[src/aco_pkg.sv]
// Constants shared by the first analog comparator control block.
// Assumes a single system clock and byte-wide register data.
`default_nettype none

package aco_pkg;

  localparam int DATA_W  = 8;
  localparam int ADDR_W  = 8;
  localparam int N_INPUT = 4;
  localparam int SEL_W   = 2;

  // Register offsets on the plain register port.
  localparam logic [ADDR_W-1:0] CTRL_ADDR     = 8'h00;
  localparam logic [ADDR_W-1:0] IRQ_STAT_ADDR = 8'h01;
  localparam logic [ADDR_W-1:0] IRQ_MASK_ADDR = 8'h02;

  // Field positions of comparator_one_control.
  localparam int EN_BIT   = 7;
  localparam int RES_BIT  = 6;
  localparam int DRV_BIT  = 5;
  localparam int INV_BIT  = 4;
  localparam int FAST_BIT = 3;
  localparam int REF_BIT  = 2;
  localparam int SEL_LSB  = 0;

  // Field position of the change flag in the status and mask registers.
  localparam int CHG_BIT = 0;

  // Direction bit of the shared port B pin.
  localparam int PORTB_PIN = 6;

  // Reset values and writable bits.
  localparam logic [DATA_W-1:0] CTRL_RST     = 8'h00;
  localparam logic [DATA_W-1:0] CTRL_WR_MASK = 8'hBF;
  localparam logic [DATA_W-1:0] IRQ_RST      = 8'h00;
  localparam logic [DATA_W-1:0] RD_IDLE      = 8'h00;
  localparam logic [N_INPUT-1:0] SEL_ONE     = 4'h1;

  // Result of the comparator after enable and polarity are applied.
  function automatic logic aco_eval(input logic raw,
                                    input logic en,
                                    input logic inv);
    aco_eval = en & (raw ^ inv);
  endfunction

endpackage

`default_nettype wire

[src/aco_irq_if.sv]
// Interface between the comparator control logic and its change flag.
// Assumes both ends run on the same clock.
`default_nettype none

interface aco_irq_if;
  logic evt;
  logic clr;
  logic mask;
  logic status;
  logic irq;

  modport ctl (output evt, output clr, output mask,
               input status, input irq);
  modport flag (input evt, input clr, input mask,
                output status, output irq);
endinterface

`default_nettype wire

[src/aco_sync.sv]
// Three-stage synchroniser for the asynchronous comparator output.
// Assumes the input may change at any time relative to the clock.
`default_nettype none

module aco_sync
  import aco_pkg::*;
(
  input  wire logic clk_sys_in,
  input  wire logic reset_n_in,
  input  wire logic ce_in,
  input  wire logic async_in,
  output logic      sync_out
);

  logic stage1;
  logic stage2;
  logic stage3;
  logic next_sync;

  // The output moves only when the second and third stages agree.
  always_comb
  begin
    next_sync = sync_out;
    if (stage2 == stage3)
      next_sync = stage3;
  end

  always_ff @(posedge clk_sys_in or negedge reset_n_in)
  begin
    if (!reset_n_in)
    begin
      stage1   <= 1'b0;
      stage2   <= 1'b0;
      stage3   <= 1'b0;
      sync_out <= 1'b0;
    end
    else if (ce_in)
    begin
      stage1   <= async_in;
      stage2   <= stage1;
      stage3   <= stage2;
      sync_out <= next_sync;
    end
  end

endmodule

`default_nettype wire

[src/aco_irq.sv]
// Sticky change flag with mask gating onto one level interrupt.
// Assumes the event and clear arrive as single-cycle pulses.
`default_nettype none

module aco_irq
  import aco_pkg::*;
(
  input  wire logic  clk_sys_in,
  input  wire logic  reset_n_in,
  input  wire logic  ce_in,
  aco_irq_if.flag    irq_bus
);

  logic next_status;
  logic next_irq;

  // A change in the same cycle as a clear keeps the flag set.
  always_comb
  begin
    next_status = irq_bus.status;
    if (irq_bus.clr)
      next_status = 1'b0;
    if (irq_bus.evt)
      next_status = 1'b1;
    next_irq = next_status & irq_bus.mask;
  end

  always_ff @(posedge clk_sys_in or negedge reset_n_in)
  begin
    if (!reset_n_in)
    begin
      irq_bus.status <= 1'b0;
      irq_bus.irq    <= 1'b0;
    end
    else if (ce_in)
    begin
      irq_bus.status <= next_status;
      irq_bus.irq    <= next_irq;
    end
  end

  a_set_wins: assert property (@(posedge clk_sys_in)  // [RULE13]
    disable iff (!reset_n_in)
    (ce_in && irq_bus.evt) |=> irq_bus.status)
    else $error("Change event did not set the flag.");

endmodule

`default_nettype wire

[src/aco_top.sv]
// Control, status and interrupt logic of the first analog comparator.
// Assumes the analog comparator drives cmp_raw_in asynchronously and
// that the instruction-cycle strobe is a one-cycle pulse on clk_sys_in.
//
// Contract
// [RULE1] Device reset returns every control register to its reset value.
// [RULE2] Enable bit 7 turns the comparator on when set, off when clear.
// [RULE3] Two-bit select at bits 1:0 picks one of analog pins four to seven.
// [RULE4] Software makes the chosen upper analog pins analog before use.
// [RULE5] Reference bit 2 one selects DAC, zero selects external reference.
// [RULE6] Result is readable as read-only bit 6 of the control register.
// [RULE7] Result drives its pin only while pin drive bit 5 is set.
// [RULE8] Clear polarity: one when positive input wins; set polarity inverts.
// [RULE9] Internal result latched per instruction cycle; pin path not latched.
// [RULE10] Change interrupt works the same with pin drive set or clear.
// [RULE11] Pin drives only with switch-mode controller off and direction zero.
// [RULE12] Speed bit 3 set gives normal speed, clear gives low power.
// [RULE13] A latched result change sets a flag that can wake from sleep.
// [RULE14] Select codes 00 to 11 route analog pins four to seven.
`default_nettype none

module aco_top
  import aco_pkg::*;
(
  input  wire logic                clk_sys_in,
  input  wire logic                reset_n_in,
  input  wire logic                ce_in,
  input  wire logic [ADDR_W-1:0]   reg_addr_in,
  input  wire logic [DATA_W-1:0]   reg_wdata_in,
  input  wire logic                reg_wr_in,
  input  wire logic                reg_rd_in,
  output logic      [DATA_W-1:0]   reg_rdata_out,
  input  wire logic                cmp_raw_in,
  input  wire logic                instr_cycle_end_in,
  input  wire logic [DATA_W-1:0]   portb_direction_in,
  input  wire logic                switch_mode_controller_on_in,
  output logic                     cmp_one_enable_out,
  output logic                     cmp_one_fast_out,
  output logic                     cmp_one_ref_sel_out,
  output logic      [N_INPUT-1:0]  cmp_one_input_sel_out,
  output logic                     cmp_pin_out,
  output logic                     cmp_pin_oe_out,
  output logic                     irq_out,
  output logic                     wake_out
);

  aco_irq_if irq_bus ();

  logic                raw_sync;
  logic [DATA_W-1:0]   ctrl;
  logic [DATA_W-1:0]   next_ctrl;
  logic                result_q;
  logic                next_result;
  logic                irq_mask;
  logic                next_mask;
  logic [N_INPUT-1:0]  next_input_sel;
  logic                next_pin;
  logic                next_pin_oe;
  logic [DATA_W-1:0]   next_rdata;
  logic                wr_ctrl;
  logic                wr_stat;
  logic                wr_mask;
  logic                rd_ctrl;
  logic                rd_stat;
  logic                rd_mask;
  logic                latch_now;

  aco_sync u_sync (
    .clk_sys_in (clk_sys_in),
    .reset_n_in (reset_n_in),
    .ce_in      (ce_in),
    .async_in   (cmp_raw_in),
    .sync_out   (raw_sync)
  );

  aco_irq u_irq (
    .clk_sys_in (clk_sys_in),
    .reset_n_in (reset_n_in),
    .ce_in      (ce_in),
    .irq_bus    (irq_bus)
  );

  // Address decode of the register port.
  always_comb
  begin
    wr_ctrl   = ce_in && reg_wr_in && (reg_addr_in == CTRL_ADDR);
    wr_stat   = ce_in && reg_wr_in && (reg_addr_in == IRQ_STAT_ADDR);
    wr_mask   = ce_in && reg_wr_in && (reg_addr_in == IRQ_MASK_ADDR);
    rd_ctrl   = reg_rd_in && (reg_addr_in == CTRL_ADDR);
    rd_stat   = reg_rd_in && (reg_addr_in == IRQ_STAT_ADDR);
    rd_mask   = reg_rd_in && (reg_addr_in == IRQ_MASK_ADDR);
    latch_now = ce_in && instr_cycle_end_in;
  end

  // Control register; the result bit is not stored, so writes to it drop.
  always_comb
  begin
    next_ctrl = ctrl;
    next_mask = irq_mask;
    if (wr_ctrl)
      next_ctrl = reg_wdata_in & CTRL_WR_MASK;  // [RULE2] [RULE12]
    if (wr_mask)
      next_mask = reg_wdata_in[CHG_BIT];
  end

  // One-hot input select: code n routes upper analog pin four plus n.
  always_comb
  begin
    next_input_sel = SEL_ONE << next_ctrl[SEL_LSB +: SEL_W];  // [RULE3] [RULE14]
  end

  // Internal result is sampled only at the end of an instruction cycle.
  always_comb
  begin
    next_result = result_q;
    if (instr_cycle_end_in)
      next_result = aco_eval(raw_sync, ctrl[EN_BIT],
                             ctrl[INV_BIT]);  // [RULE8] [RULE9]
  end

  // Pin path follows the comparator every clock, without the cycle latch.
  // Its enable ignores the comparator enable, so a disabled comparator
  // with pin drive set holds the pin low whatever the polarity bit.
  always_comb
  begin
    next_pin    = aco_eval(raw_sync, ctrl[EN_BIT], ctrl[INV_BIT]);  // [RULE9]
    next_pin_oe = ctrl[DRV_BIT]
                  && !switch_mode_controller_on_in
                  && !portb_direction_in[PORTB_PIN];  // [RULE7] [RULE11]
  end

  // The change event does not look at the pin drive bit at all.
  always_comb
  begin
    irq_bus.evt  = latch_now && (next_result != result_q);  // [RULE10] [RULE13]
    irq_bus.clr  = wr_stat && reg_wdata_in[CHG_BIT];
    irq_bus.mask = irq_mask;
  end

  // Read data stand for exactly one cycle after the strobe.
  always_comb
  begin
    next_rdata = RD_IDLE;
    if (rd_ctrl)
    begin
      next_rdata          = ctrl;
      next_rdata[RES_BIT] = result_q;  // [RULE6]
    end
    else if (rd_stat)
      next_rdata[CHG_BIT] = irq_bus.status;
    else if (rd_mask)
      next_rdata[CHG_BIT] = irq_mask;
  end

  always_ff @(posedge clk_sys_in or negedge reset_n_in)
  begin
    if (!reset_n_in)
    begin
      ctrl                  <= CTRL_RST;  // [RULE1]
      irq_mask              <= IRQ_RST[CHG_BIT];
      result_q              <= 1'b0;
      cmp_one_input_sel_out <= SEL_ONE;
      cmp_pin_out           <= 1'b0;
      cmp_pin_oe_out        <= 1'b0;
      reg_rdata_out         <= RD_IDLE;
    end
    else if (ce_in)
    begin
      ctrl                  <= next_ctrl;
      irq_mask              <= next_mask;
      result_q              <= next_result;
      cmp_one_input_sel_out <= next_input_sel;
      cmp_pin_out           <= next_pin;
      cmp_pin_oe_out        <= next_pin_oe;
      reg_rdata_out         <= next_rdata;
    end
  end

  // Analog controls come straight from the control register bits.
  always_comb
  begin
    cmp_one_enable_out  = ctrl[EN_BIT];  // [RULE2]
    cmp_one_fast_out    = ctrl[FAST_BIT];  // [RULE12]
    cmp_one_ref_sel_out = ctrl[REF_BIT];  // [RULE5]
    irq_out             = irq_bus.irq;
    wake_out            = irq_bus.status;  // [RULE13]
  end

  a_reset_values: assert property (@(posedge clk_sys_in)  // [RULE1]
    disable iff (!reset_n_in)
    $rose(reset_n_in) |-> (ctrl == CTRL_RST) && !irq_out && !cmp_pin_oe_out)
    else $error("Registers not at reset values after reset.");

  a_enable_write: assert property (@(posedge clk_sys_in)  // [RULE2]
    disable iff (!reset_n_in)
    wr_ctrl |=> cmp_one_enable_out == $past(reg_wdata_in[EN_BIT]))
    else $error("Enable output does not follow the written bit.");

  a_input_route: assert property (@(posedge clk_sys_in)  // [RULE3]
    disable iff (!reset_n_in)
    wr_ctrl |=> cmp_one_input_sel_out
                == (SEL_ONE << $past(reg_wdata_in[SEL_LSB +: SEL_W])))
    else $error("Input select does not route the coded pin.");

  a_onehot_sel: assert property (@(posedge clk_sys_in)  // [RULE14]
    disable iff (!reset_n_in)
    $onehot(cmp_one_input_sel_out))
    else $error("Input select is not one-hot.");

  a_ref_select: assert property (@(posedge clk_sys_in)  // [RULE5]
    disable iff (!reset_n_in)
    wr_ctrl |=> cmp_one_ref_sel_out == $past(reg_wdata_in[REF_BIT]))
    else $error("Reference select does not follow the written bit.");

  a_result_read: assert property (@(posedge clk_sys_in)  // [RULE6]
    disable iff (!reset_n_in)
    (ce_in && rd_ctrl) |=> reg_rdata_out[RES_BIT] == $past(result_q))
    else $error("Read of result bit disagrees with latched result.");

  a_result_ro: assert property (@(posedge clk_sys_in)  // [RULE6]
    disable iff (!reset_n_in)
    wr_ctrl |=> !ctrl[RES_BIT])
    else $error("Result bit was written by software.");

  a_pin_gate: assert property (@(posedge clk_sys_in)  // [RULE7]
    disable iff (!reset_n_in)
    ($past(ce_in) && cmp_pin_oe_out) |-> $past(ctrl[DRV_BIT])
      && !$past(switch_mode_controller_on_in)
      && !$past(portb_direction_in[PORTB_PIN]))  // [RULE11]
    else $error("Pin driven while drive conditions are not met.");

  a_polarity_res: assert property (@(posedge clk_sys_in)  // [RULE8]
    disable iff (!reset_n_in)
    (latch_now && ctrl[EN_BIT])
      |=> result_q == ($past(raw_sync) ^ $past(ctrl[INV_BIT])))
    else $error("Latched result has the wrong polarity.");

  a_latch_hold: assert property (@(posedge clk_sys_in)  // [RULE9]
    disable iff (!reset_n_in)
    !latch_now |=> $stable(result_q))
    else $error("Result changed outside an instruction cycle end.");

  a_change_flag: assert property (@(posedge clk_sys_in)  // [RULE13]
    disable iff (!reset_n_in)
    (ce_in && $changed(result_q)) |-> irq_bus.status ##1 wake_out)
    else $error("Result change did not raise the change flag.");

  a_irq_level: assert property (@(posedge clk_sys_in)  // [RULE10]
    disable iff (!reset_n_in)
    $past(ce_in) && irq_out |-> $past(irq_mask))
    else $error("Interrupt raised while masked.");

  a_fast_mode: assert property (@(posedge clk_sys_in)  // [RULE12]
    disable iff (!reset_n_in)
    wr_ctrl |=> cmp_one_fast_out == $past(reg_wdata_in[FAST_BIT]))
    else $error("Speed output does not follow the written bit.");

  a_read_idle: assert property (@(posedge clk_sys_in)
    disable iff (!reset_n_in)
    (ce_in && !reg_rd_in) |=> reg_rdata_out == RD_IDLE)
    else $error("Read data present without a read strobe.");

  a_pin_follow: assert property (@(posedge clk_sys_in)  // [RULE9]
    disable iff (!reset_n_in)
    ce_in |=> cmp_pin_out == ($past(ctrl[EN_BIT])
                              & ($past(raw_sync) ^ $past(ctrl[INV_BIT]))))
    else $error("Pin level does not follow the comparator.");

  a_disabled_zero: assert property (@(posedge clk_sys_in)  // [RULE2]
    disable iff (!reset_n_in)
    (latch_now && !ctrl[EN_BIT]) |=> !result_q)
    else $error("Disabled comparator latched a one.");

  a_sel_hold: assert property (@(posedge clk_sys_in)  // [RULE3]
    disable iff (!reset_n_in)
    (ce_in && !wr_ctrl) |=> $stable(cmp_one_input_sel_out))
    else $error("Input select moved without a control write.");

  a_oe_follow: assert property (@(posedge clk_sys_in)  // [RULE7] [RULE11]
    disable iff (!reset_n_in)
    (ce_in && ctrl[DRV_BIT] && !switch_mode_controller_on_in
      && !portb_direction_in[PORTB_PIN]) |=> cmp_pin_oe_out)
    else $error("Pin not driven although drive conditions hold.");

  a_irq_follow: assert property (@(posedge clk_sys_in)  // [RULE13]
    disable iff (!reset_n_in)
    (ce_in && irq_bus.status && irq_mask && !irq_bus.clr) |=> irq_out)
    else $error("Unmasked flag did not raise the interrupt.");

  a_flag_clear: assert property (@(posedge clk_sys_in)  // [RULE13]
    disable iff (!reset_n_in)
    (ce_in && irq_bus.clr && !irq_bus.evt) |=> !irq_bus.status)
    else $error("Writing one to the flag did not clear it.");

  a_mask_write: assert property (@(posedge clk_sys_in)
    disable iff (!reset_n_in)
    wr_mask |=> irq_mask == $past(reg_wdata_in[CHG_BIT]))
    else $error("Mask bit does not follow the written bit.");

  a_ce_freeze: assert property (@(posedge clk_sys_in)
    disable iff (!reset_n_in)
    !ce_in |=> $stable(ctrl) && $stable(result_q) && $stable(irq_out))
    else $error("State moved while the clock enable was low.");

endmodule

`default_nettype wire

[config.mk]
export PLATFORM = sky130hd
export DESIGN_NAME = aco_top
export DESIGN_NICKNAME = d
export VERILOG_FILES = /design/src/aco_pkg.sv /design/src/aco_irq_if.sv /design/src/aco_sync.sv /design/src/aco_irq.sv /design/src/aco_top.sv
export SDC_FILE = /design/constraint.sdc
export NUM_CORES = 1
export LEC_CHECK = 0
export BUFFER_PORTS_ARGS = -buffer_cell sky130_fd_sc_hd__buf_2
export CORE_MARGIN = 1.5
export CORE_UTILIZATION = 35
export CTS_CLUSTER_DIAMETER = 200
export CTS_CLUSTER_SIZE = 14
export DETAILED_ROUTE_END_ITERATION = 8
export GPL_TIMING_DRIVEN = 0
export PLACE_DENSITY = 0.59
export SLEW_MARGIN = 30
export SYNTH_ARGS = -nofsm -noshare
export SYNTH_HDL_FRONTEND = slang
export SYNTH_SLANG_ARGS = --single-unit
[constraint.sdc]
create_clock -name clk_sys_in -period 1 [get_ports clk_sys_in]
set_input_delay 0.1 -clock clk_sys_in [delete_from_list [all_inputs] [get_ports clk_sys_in]]
set_output_delay 0.1 -clock clk_sys_in [all_outputs]
set_load 0.005 [all_outputs]
**After elaboration in Yosys (flattened, before gate mapping)**

Index checks and enable logic that the tools add are counted.

- Flip-flop bits (word level): 29
- Input port bits: 32
- Output and inout bits: 19
- Logic and storage cells: 48

- Equality and inequality tests: 4
- Shifts and indexed selects: 1
- Mux-type cells: 8
- Bitwise gates (word level): 3
- Reduce and logical (&&, ||, !) cells: 18

Operators with widths:

| cell | count |
|---|---|
| $logic_and 1x1->1 | 12 |
| $eq 8x1->1 const B | 1 |
| $eq 8x2->1 const B | 1 |
| $logic_not 8->1 | 1 |
| $mux 7 | 1 |
| $mux 1 | 6 |
| $reduce_and 2->1 | 3 |
| $shl 1x2->4 const A | 1 |
| $and 1x1->1 | 2 |
| $logic_not 1->1 | 2 |
| $mux 2 | 1 |
| $eq 1x1->1 | 1 |
| $ne 1x1->1 | 1 |
| $xor 1x1->1 | 1 |

**Longest topological paths before layout**

Gate-level depths: netlist (run 1).

- Word-level depth: 7
- Gate-level depth with buffers: 4
- Mapped depth without buffers: 4

**Modules after synthesis**

Synthesis (run 1) repeated with hierarchy kept, for this count alone.

- Cell total of the unflattened synthesis: 113
- Area, all modules: 1363.8 um2

By module, submodules not included:

| module | instances | cells an instance | area each (um2) | sequential area each (um2) |
|---|---|---|---|---|
| aco_top | 1 | 95 | 1117.3 | 576.8 |
| aco_sync | 1 | 10 | 156.4 | 100.1 |
| aco_irq | 1 | 8 | 90.1 | 50.0 |

**Worst setup path after synthesis (run 1)**

OpenSTA, ideal clock, no wires.

- Path kind: input port to flip-flop
- From: in reg_addr_in[5]
- To: reg ctrl[0]
- Setup time: 0.125 ns
- Arrival time: 1.118 ns
- Required time: 0.875 ns
- Slack: -0.243 ns
- Cell stages on the path: 4
- Path buffers: 0
- Cells stage by stage: nor4_4 -> and2_2 -> nand4_4 -> mux2_2

- Cells in the longest elaborated chain, start to end: 3

RTL lines:

| what | RTL line | RTL |
|---|---|---|
| start, declared | aco_top.sv:28 | `input wire logic [ADDR_W-1:0] reg_addr_in,` |
| $logic_not 8->1 | aco_top.sv:86 | `wr_ctrl = ce_in && reg_wr_in && (reg_addr_in == CTRL_ADDR);` |
| $logic_and 1x1->1 | aco_top.sv:86 |  |
| $mux 2 | aco_top.sv:100 | `if (wr_ctrl)` |
| end signal, assigned | aco_top.sv:169 | `ctrl <= next_ctrl;` |
| end, declared | aco_top.sv:50 | `logic [DATA_W-1:0] ctrl;` |

No other way between the ends.
A chain may end at the register's enable or synchronous reset.

**Final worst setup path (run 1)**

- From: reg u_sync.sync_out
- To: reg result_q

- Cells in the longest elaborated chain, start to end: 3

RTL lines:

| what | RTL line | RTL |
|---|---|---|
| start, declared | aco_sync.sv:12 | `output logic sync_out` |
| start signal, assigned | aco_sync.sv:42 | `sync_out <= next_sync;` |
| $xor 1x1->1 | aco_pkg.sv:43 | `aco_eval = en & (raw ^ inv);` |
| $and 1x1->1 | aco_pkg.sv:43 |  |
| $mux 1 | aco_top.sv:116 | `if (instr_cycle_end_in)` |
| end signal, assigned | aco_top.sv:171 | `result_q <= next_result;` |
| end, declared | aco_top.sv:52 | `logic result_q;` |

No other way between the ends.

==> metrics.md, run 1 <==
| Metric | Value |
|---|---|
| Placer's final routability congestion estimate | `between 0.7 and 0.8` |
| CP Data Arrival Time | `1290 ps` |
| CTS tree | `yes` |
| Pre-Repair DR Iteration Count | `4` |
| Clock Latency Late Sink | `270 ps` |
| Chip height | `64.9 µm` |
| WL/cell | `approximately 13 µm` |
| Period utilisation layout | `113%` |
| Post-route insts no fill | `approximately 220` |
| Synth area leaders | `dfrtp_1 52%, mux2_2 10%, a22o_1 4.6%` |
| Initial Util | `36.6%` |
| Root buf cell | `clkbuf_8` |
| Final Max Tran Viols | `0` |
| Post-Syn Area per Cell | `approximately 12 µm²` |
| Largest area contributor in the netlist | `dfrtp_1` |
| Initial antenna violation count | `0` |
| Total global-route track usage | `14.8%` |
| Crit-path max FO | `3` |
| CP Launch Point | `u_sync.sync_out` |
| Post-synth top area share | `52.3%` |
| Vias in the first global route | `1027` |
| H-tree depth | `2` |
| Port Buffers | `42` |
| Reg2Reg Setup Slack | `-130 ps` |
| Clock transition at the registers of the reported paths | `approximately 60 ps` |
| # setup viols final | `15` |
| Placed instance count | `200` |
| Mapped Cells | `110` |
| Area growth syn-to-layout | `38.8%` |
| Unique masters post-synth | `30` |
| Core area | `3660 µm²` |
| Unrepaired setup endpoints after global routing | `true` |
| Critical path class | `reg -> reg` |
| Post-Route WL | `2920 µm` |
| Die X | `64.9 µm` |
| Endpoints failing hold | `0` |
| MaxCap Viol Count | `0` |
| Critical Path Start Type | `flip-flop` |
| Setup ws final | `-131 ps` |
| Clock tree buffer depth | `2` |
| Sequential share of the synthesized area | `between 50% and 60%` |
| # IOs | `just over 50` |
| Nets | `200` |
| Fmax achieved | `~900 MHz` |
| Slew @ Worst Pin | `around 630 ps` |
| Final Critical Period | `approximately 1100 ps` |
| Yosys warnings | `0` |
| Starting DRC count in detailed routing | `32` |
| Net Count, Synth | `approximately 140` |
| Power Density | `~1400 nW/µm²` |
| Synth Cell Area | `about 1300 µm²` |
| Filler cell count | `between 300 and 400` |
| Req. time, crit path | `between 1000 and 1500 ps` |
| Setup crit end kind | `flip-flop` |
| Failing checks | `setup timing` |
| Outcome | `complete, but fails checks` |
| Site row count | `22` |
| Hold Crit Class | `in -> reg` |
| Layout cells sized above 1 | `approximately half` |
| Slew headroom | `between 50% and 60%` |
| Largest net degree at the start of global routing | `30` |
| Total die area | `about 4200 µm²` |
| Pwr Total | `~2.7 mW` |
| Hold_sp | `reg_wdata_in[2]` |
| LEAKAGE | `0.948 nW` |
| # DRC | `0` |
| Detailed placement HPWL | `between 2000 and 2500 µm` |
| First-pass GRT wire length | `~5000 µm` |
| Peak VDD IR | `between 0.6 and 0.7 mV` |
| GRT Residual Overflow | `0` |
| ANT nets after route | `0` |
| Clock sinks | `29` |
| R2r startpoint | `u_sync.sync_out` |
| Routed vias | `1074` |
| Antenna Cells | `0` |
| DR vias/cell | `just under 5` |
| Num CTS Buffers | `5` |
| Seq cells post-synth | `29` |
| Worst clock skew | `1.78 ps` |
-- per-stage QoR --
| stage | instance area, µm² | worst slack (ps) | hold slack (ps) | utilization, % | TNS (ps) |
|---|---|---|---|---|---|
| after floorplan | 1350 | -243 | -196 | - | -3780 |
| after global placement | 1620 | -498 | 150 | 44.3 | -10300 |
| after detailed placement | 1620 | -516 | 170 | 44.3 | -10640 |
| after CTS | 1820 | -113 | 44.0 | 49.8 | -1620 |
| after global routing | 1860 | -166 | 46.6 | 50.8 | -1950 |
| final | 1860 | -131 | 54.4 | 50.8 | -1430 |
-- power by group --
part	switching (mW)	internal, mW	leakage (nW)
clock network	0.423	0.620	0.0542
logic	0.170	0.178	0.502
registers	0.0424	1.23	0.392
total	0.635	2.03	0.948
-- metal layers --
metal | global-route usage (%) | part of all wire (%)
met5 | 0 | 0
met1 | 17.9 | 44
met4 | 3.19 | 0.93
met3 | 4.86 | 5.3
met2 | 25.6 | 50
-- final cells by class --
cell class | count | area, µm² | share of cell area, %
plain buffers | 3 | 30.0 | 1.61
multi-input cells | 74 | 618 | 33.2
repair buffers | 51 | 309 | 16.6
clock buffers | 7 | 96.3 | 5.18
well taps | 48 | 60.1 | 3.23
inverters | 4 | 15.0 | 0.807
clock inverters | 1 | 5.00 | 0.269
flip-flops and latches | 29 | 727 | 39.1
-- synthesized netlist by cell type, drive strengths merged --
library cell and instances:
and4b 1, nor4 2, nand3 6, nand2 12
clkbuf 2, xor2 1, nor2b 2, inv 4
o221ai 1, or3 1, o21ai 5, nand4b 2
a221o 1, nor3 1, and2 2, mux2 12
a22o 7, buf 1, o211ai 1, and3b 1
nor2 4, or4b 1, dfstp 1, nand4 6
or4 1, a21oi 4, dfrtp 28
-- worst max-delay path, cell delays in order (launching register included) --
cell and delay (ps):
dfrtp_1 390, xor2_1 180, and2_4 180, mux2_4 260
-- registers in the layout, summed over array words and instances (netlist names) --
register               flops
result_q                   1
u_sync.stage3              1
cmp_pin_out                1
irq_bus.mask               1
u_irq.irq_bus.status       1
u_irq.irq_bus.irq          1
cmp_pin_oe_out             1
u_sync.sync_out            1
u_sync.stage2              1
reg_rdata_out              8
ctrl                       7
u_sync.stage1              1
cmp_one_input_sel_out      4
-- cell usage in the layout (no fill, tap or decap), drive strengths merged --
cell type	n
a21oi	4
a221o	1
a22o	7
and2	2
and3b	1
and4b	1
buf	51
clkbuf	9
clkinv	1
dfrtp	28
dfstp	1
dlygate4sd3	1
inv	4
mux2	12
nand2	12
nand3	6
nand4	6
nand4b	2
nor2	4
nor2b	2
nor3	1
nor4	2
o211ai	1
o21ai	5
o221ai	1
or3	1
or4	1
or4b	1
xor2	1
-- what timing repair did --
action,in CTS,in global routing
pin swaps,5,5
hold buffers,1,0
setup buffers,7,1
gates resized for setup,9,8
endpoints found under the setup margin,24,26
hold endpoints to repair,28,0
-- kinds of logic after synthesis --
| group | share of synthesized area, % |
|---|---|
| xor+xnor | 0.654 |
| buf+inv | 3.27 |
| flops | 54.2 |
| compound gates | 9.90 |
| mux | 10.1 |
| simple gates | 21.8 |
-- worst paths after layout --
path                                       endpoint  cells past startpoint
min in group asynchronous  cmp_one_input_sel_out[1]                      2
min reg2reg                        reg_rdata_out[5]                      1
max reg2reg                                result_q                      3
max in group asynchronous              irq_bus.mask                      2
max                                        result_q                      3
min                                         ctrl[2]                      2
Power figures use the tool's default switching activity.
==> run 2, diff against run 1 <==
--- a/config.mk
+++ b/config.mk
@@ -5,14 +5,14 @@
 export SDC_FILE = /design/constraint.sdc
 export NUM_CORES = 1
 export LEC_CHECK = 0
-export BUFFER_PORTS_ARGS = -buffer_cell sky130_fd_sc_hd__buf_2
 export CORE_MARGIN = 1.5
 export CORE_UTILIZATION = 35
 export CTS_CLUSTER_DIAMETER = 200
 export CTS_CLUSTER_SIZE = 14
 export DETAILED_ROUTE_END_ITERATION = 8
+export DONT_BUFFER_PORTS = 1
 export GPL_TIMING_DRIVEN = 0
-export PLACE_DENSITY = 0.59
+export PLACE_DENSITY = 0.47
 export SLEW_MARGIN = 30
 export SYNTH_ARGS = -nofsm -noshare
 export SYNTH_HDL_FRONTEND = slang
==> metrics.md, run 2 (synthesized netlist as in run 1, its figures left out) <==
| Metric | Value |
|---|---|
| Outcome | `complete, but fails checks` |
| Failing checks | `setup timing` |
| Clock transition at the registers of the reported paths | `70 ps (about the same)` |
| Antenna Cells | `0 (unchanged)` |
| # IOs | `51 (unchanged)` |
| Pre-Repair DR Iteration Count | `4 (unchanged)` |
| Die X | `64.9 µm (unchanged)` |
| Num CTS Buffers | `5 (unchanged)` |
| Worst clock skew | `7.08 ps (+5.31 ps)` |
| Met2 Usage GRT | `24.7% (-0.90 points)` |
| Final Critical Period | `1150 ps (+22.1 ps)` |
| Site row count | `22 (unchanged)` |
| Setup crit end kind | `flip-flop` |
| Unrepaired setup endpoints after global routing | `true` |
| Critical path class | `reg -> reg` |
| M1 GR Usage | `19.0% (+1.1 points)` |
| Nets | `167 (-17%)` |
| Hold depth | `2 (unchanged)` |
| Total die area | `4210 µm² (unchanged)` |
| Worst Reg-to-Reg Cells | `4 (+1)` |
| CTS tree | `yes` |
| Placer's final routability congestion estimate | `0.764 (+3.3%)` |
| Largest regs | `reg_rdata_out (8), ctrl (7), cmp_one_input_sel_out (4)` |
| Period utilisation layout | `115% (+2.2 points)` |
| Reg-to-Reg End | `reg_rdata_out[0]` |
| MaxCap Viol Count | `0 (unchanged)` |
| Pre-CTS setup slack | `-429 ps (+86.7 ps)` |
| Final Max Tran Viols | `0 (unchanged)` |
| Clock Latency Late Sink | `270 ps (about the same)` |
| LEAKAGE | `0.781 nW (-18%)` |
| H-tree depth | `2 (unchanged)` |
| Fmax achieved | `867 MHz (-1.9%)` |
| GRT Residual Overflow | `0 (unchanged)` |
| Vias in the first global route | `999 (-2.7%)` |
| WHS Endpoint | `cmp_one_input_sel_out[3]` |
| # setup viols final | `5 (-10)` |
| Chip height | `64.9 µm (unchanged)` |
| Critical Path Start Type | `flip-flop` |
| CP Launch Point | `u_irq.irq_bus.status` |
| Port Buffers | `0 (-100%)` |
| M3 GR Usage | `5.21% (+0.35 points)` |
| # DRC | `0 (unchanged)` |
| Area growth syn-to-layout | `28.8%` |
| Crit-path max FO | `4 (+1)` |
| Most common cell after layout, fill and taps aside | `dfrtp_1` |
| Number of flip-flops in the largest register | `8 (unchanged)` |
| Setup ws final | `-153 ps (-22.1 ps)` |
| Layout cells sized above 1 | `35.3% (-16 points)` |
| ANT nets after route | `0 (unchanged)` |
| Routed vias | `987 (-8.1%)` |
| Root buf cell | `clkbuf_8` |
| Clock tree buffer depth | `2 (unchanged)` |
| Most crowded layer after global routing | `met2` |
| Clock sinks | `29 (unchanged)` |
| Endpoints failing hold | `0 (unchanged)` |
| Power Density | `1430 nW/µm² (about the same)` |
| DR vias/cell | `5.36 (+8.4%)` |
| WL/cell | `16.4 µm (+22%)` |
| Total global-route track usage | `15.5% (+0.73 points)` |
| Setup TNS | `-659 ps (+772 ps)` |
| Largest net degree at the start of global routing | `30 (unchanged)` |
| Initial antenna violation count | `0 (unchanged)` |
| Detailed placement HPWL | `1940 µm (-5.3%)` |
| First-pass GRT wire length | `4860 µm (unchanged)` |
| Initial Util | `36.6% (unchanged)` |
| Top reg by flops | `reg_rdata_out` |
| Core area | `3660 µm² (unchanged)` |
| Most frequent cells in the layout | `28 x dfrtp_1, 11 x nand2_1, 11 x mux2_2, 9 x dlygate4sd3_1, 7 x a22o_1` |
| Post-Route WL | `3010 µm (+3.2%)` |
| Peak VDD IR | `0.698 mV (+13%)` |
| Reg2Reg Setup Slack | `-150 ps (-20 ps)` |
| Slew headroom | `63.7% (+5.8 points)` |
| Slew @ Worst Pin | `545 ps (-87.7 ps)` |
| CP Data Arrival Time | `1310 ps (+20 ps)` |
| Starting DRC count in detailed routing | `21 (-34%)` |
| Req. time, crit path | `1160 ps (about the same)` |
| Hold Crit Class | `in -> reg` |
| Hold_sp | `reg_wdata_in[1]` |
| R2r startpoint | `u_irq.irq_bus.status` |
==> run 2: critical path, stage by stage, from the launching register on <==
cell and delay, ps:
dfrtp_1 420, and3b_1 200, a21oi_2 110, nor3_1 50
a221o_1 260
==> run 2: worst max path at each step <==
| stage | to | slack, ps | cells after the start |
|---|---|---|---|
| 2_1_floorplan | ctrl[0] | -240 | 4 |
| 3_3_place_gp | reg_rdata_out[0] | -400 | 4 |
| 3_5_place_dp | reg_rdata_out[0] | -430 | 4 |
| 4_1_cts | reg_rdata_out[0] | -130 | 4 |
| 5_1_grt | reg_rdata_out[0] | -220 | 4 |
| 6_report | reg_rdata_out[0] | -150 | 4 |
==> run 2: stage by stage <==
stage	power (mW)	utilization, %	cell area [µm²]	instances	hold slack (ps)
floorplan	1.42	-	1350	110	-196
global placement	1.45	38.5	1410	158	-195
detailed placement	1.45	38.5	1410	158	-195
CTS	2.49	46.0	1680	183	5.76
global route	2.61	47.1	1730	184	5.18
finish	2.47	47.1	1730	184	16.3
==> run 2: cell type report <==
type	instances	area, µm²
repair buffers	18	179
clock buffers	5	68.8
fillers	356	1940
well taps	48	60.1
clock inverters	3	17.5
flip-flops and latches	29	727
plain buffers	3	28.8
inverters	4	15.0
multi-input cells	74	629
==> run 2: report_power, final <==
group / total, mW / internal [mW] / switching [mW]
Combinational: 0.267 / 0.137 / 0.130
Sequential: 1.28 / 1.23 / 0.0528
Clock: 0.920 / 0.479 / 0.442
==> run 2: repair_timing <==
item,4_1_cts,5_1_grt
buffers inserted,7,0
gates resized for setup,6,7
hold buffers,10,1
endpoints found under the setup margin,21,21
pin swaps,15,5
hold endpoints to repair,40,1
==> run 2: metal layers <==
metal / wire [µm] / up-vias
li1: - / 454
met1: 1330 / 502
met2: 1510 / 27
met3: 142 / 4
met4: 27 / 0
met5: 0 / -
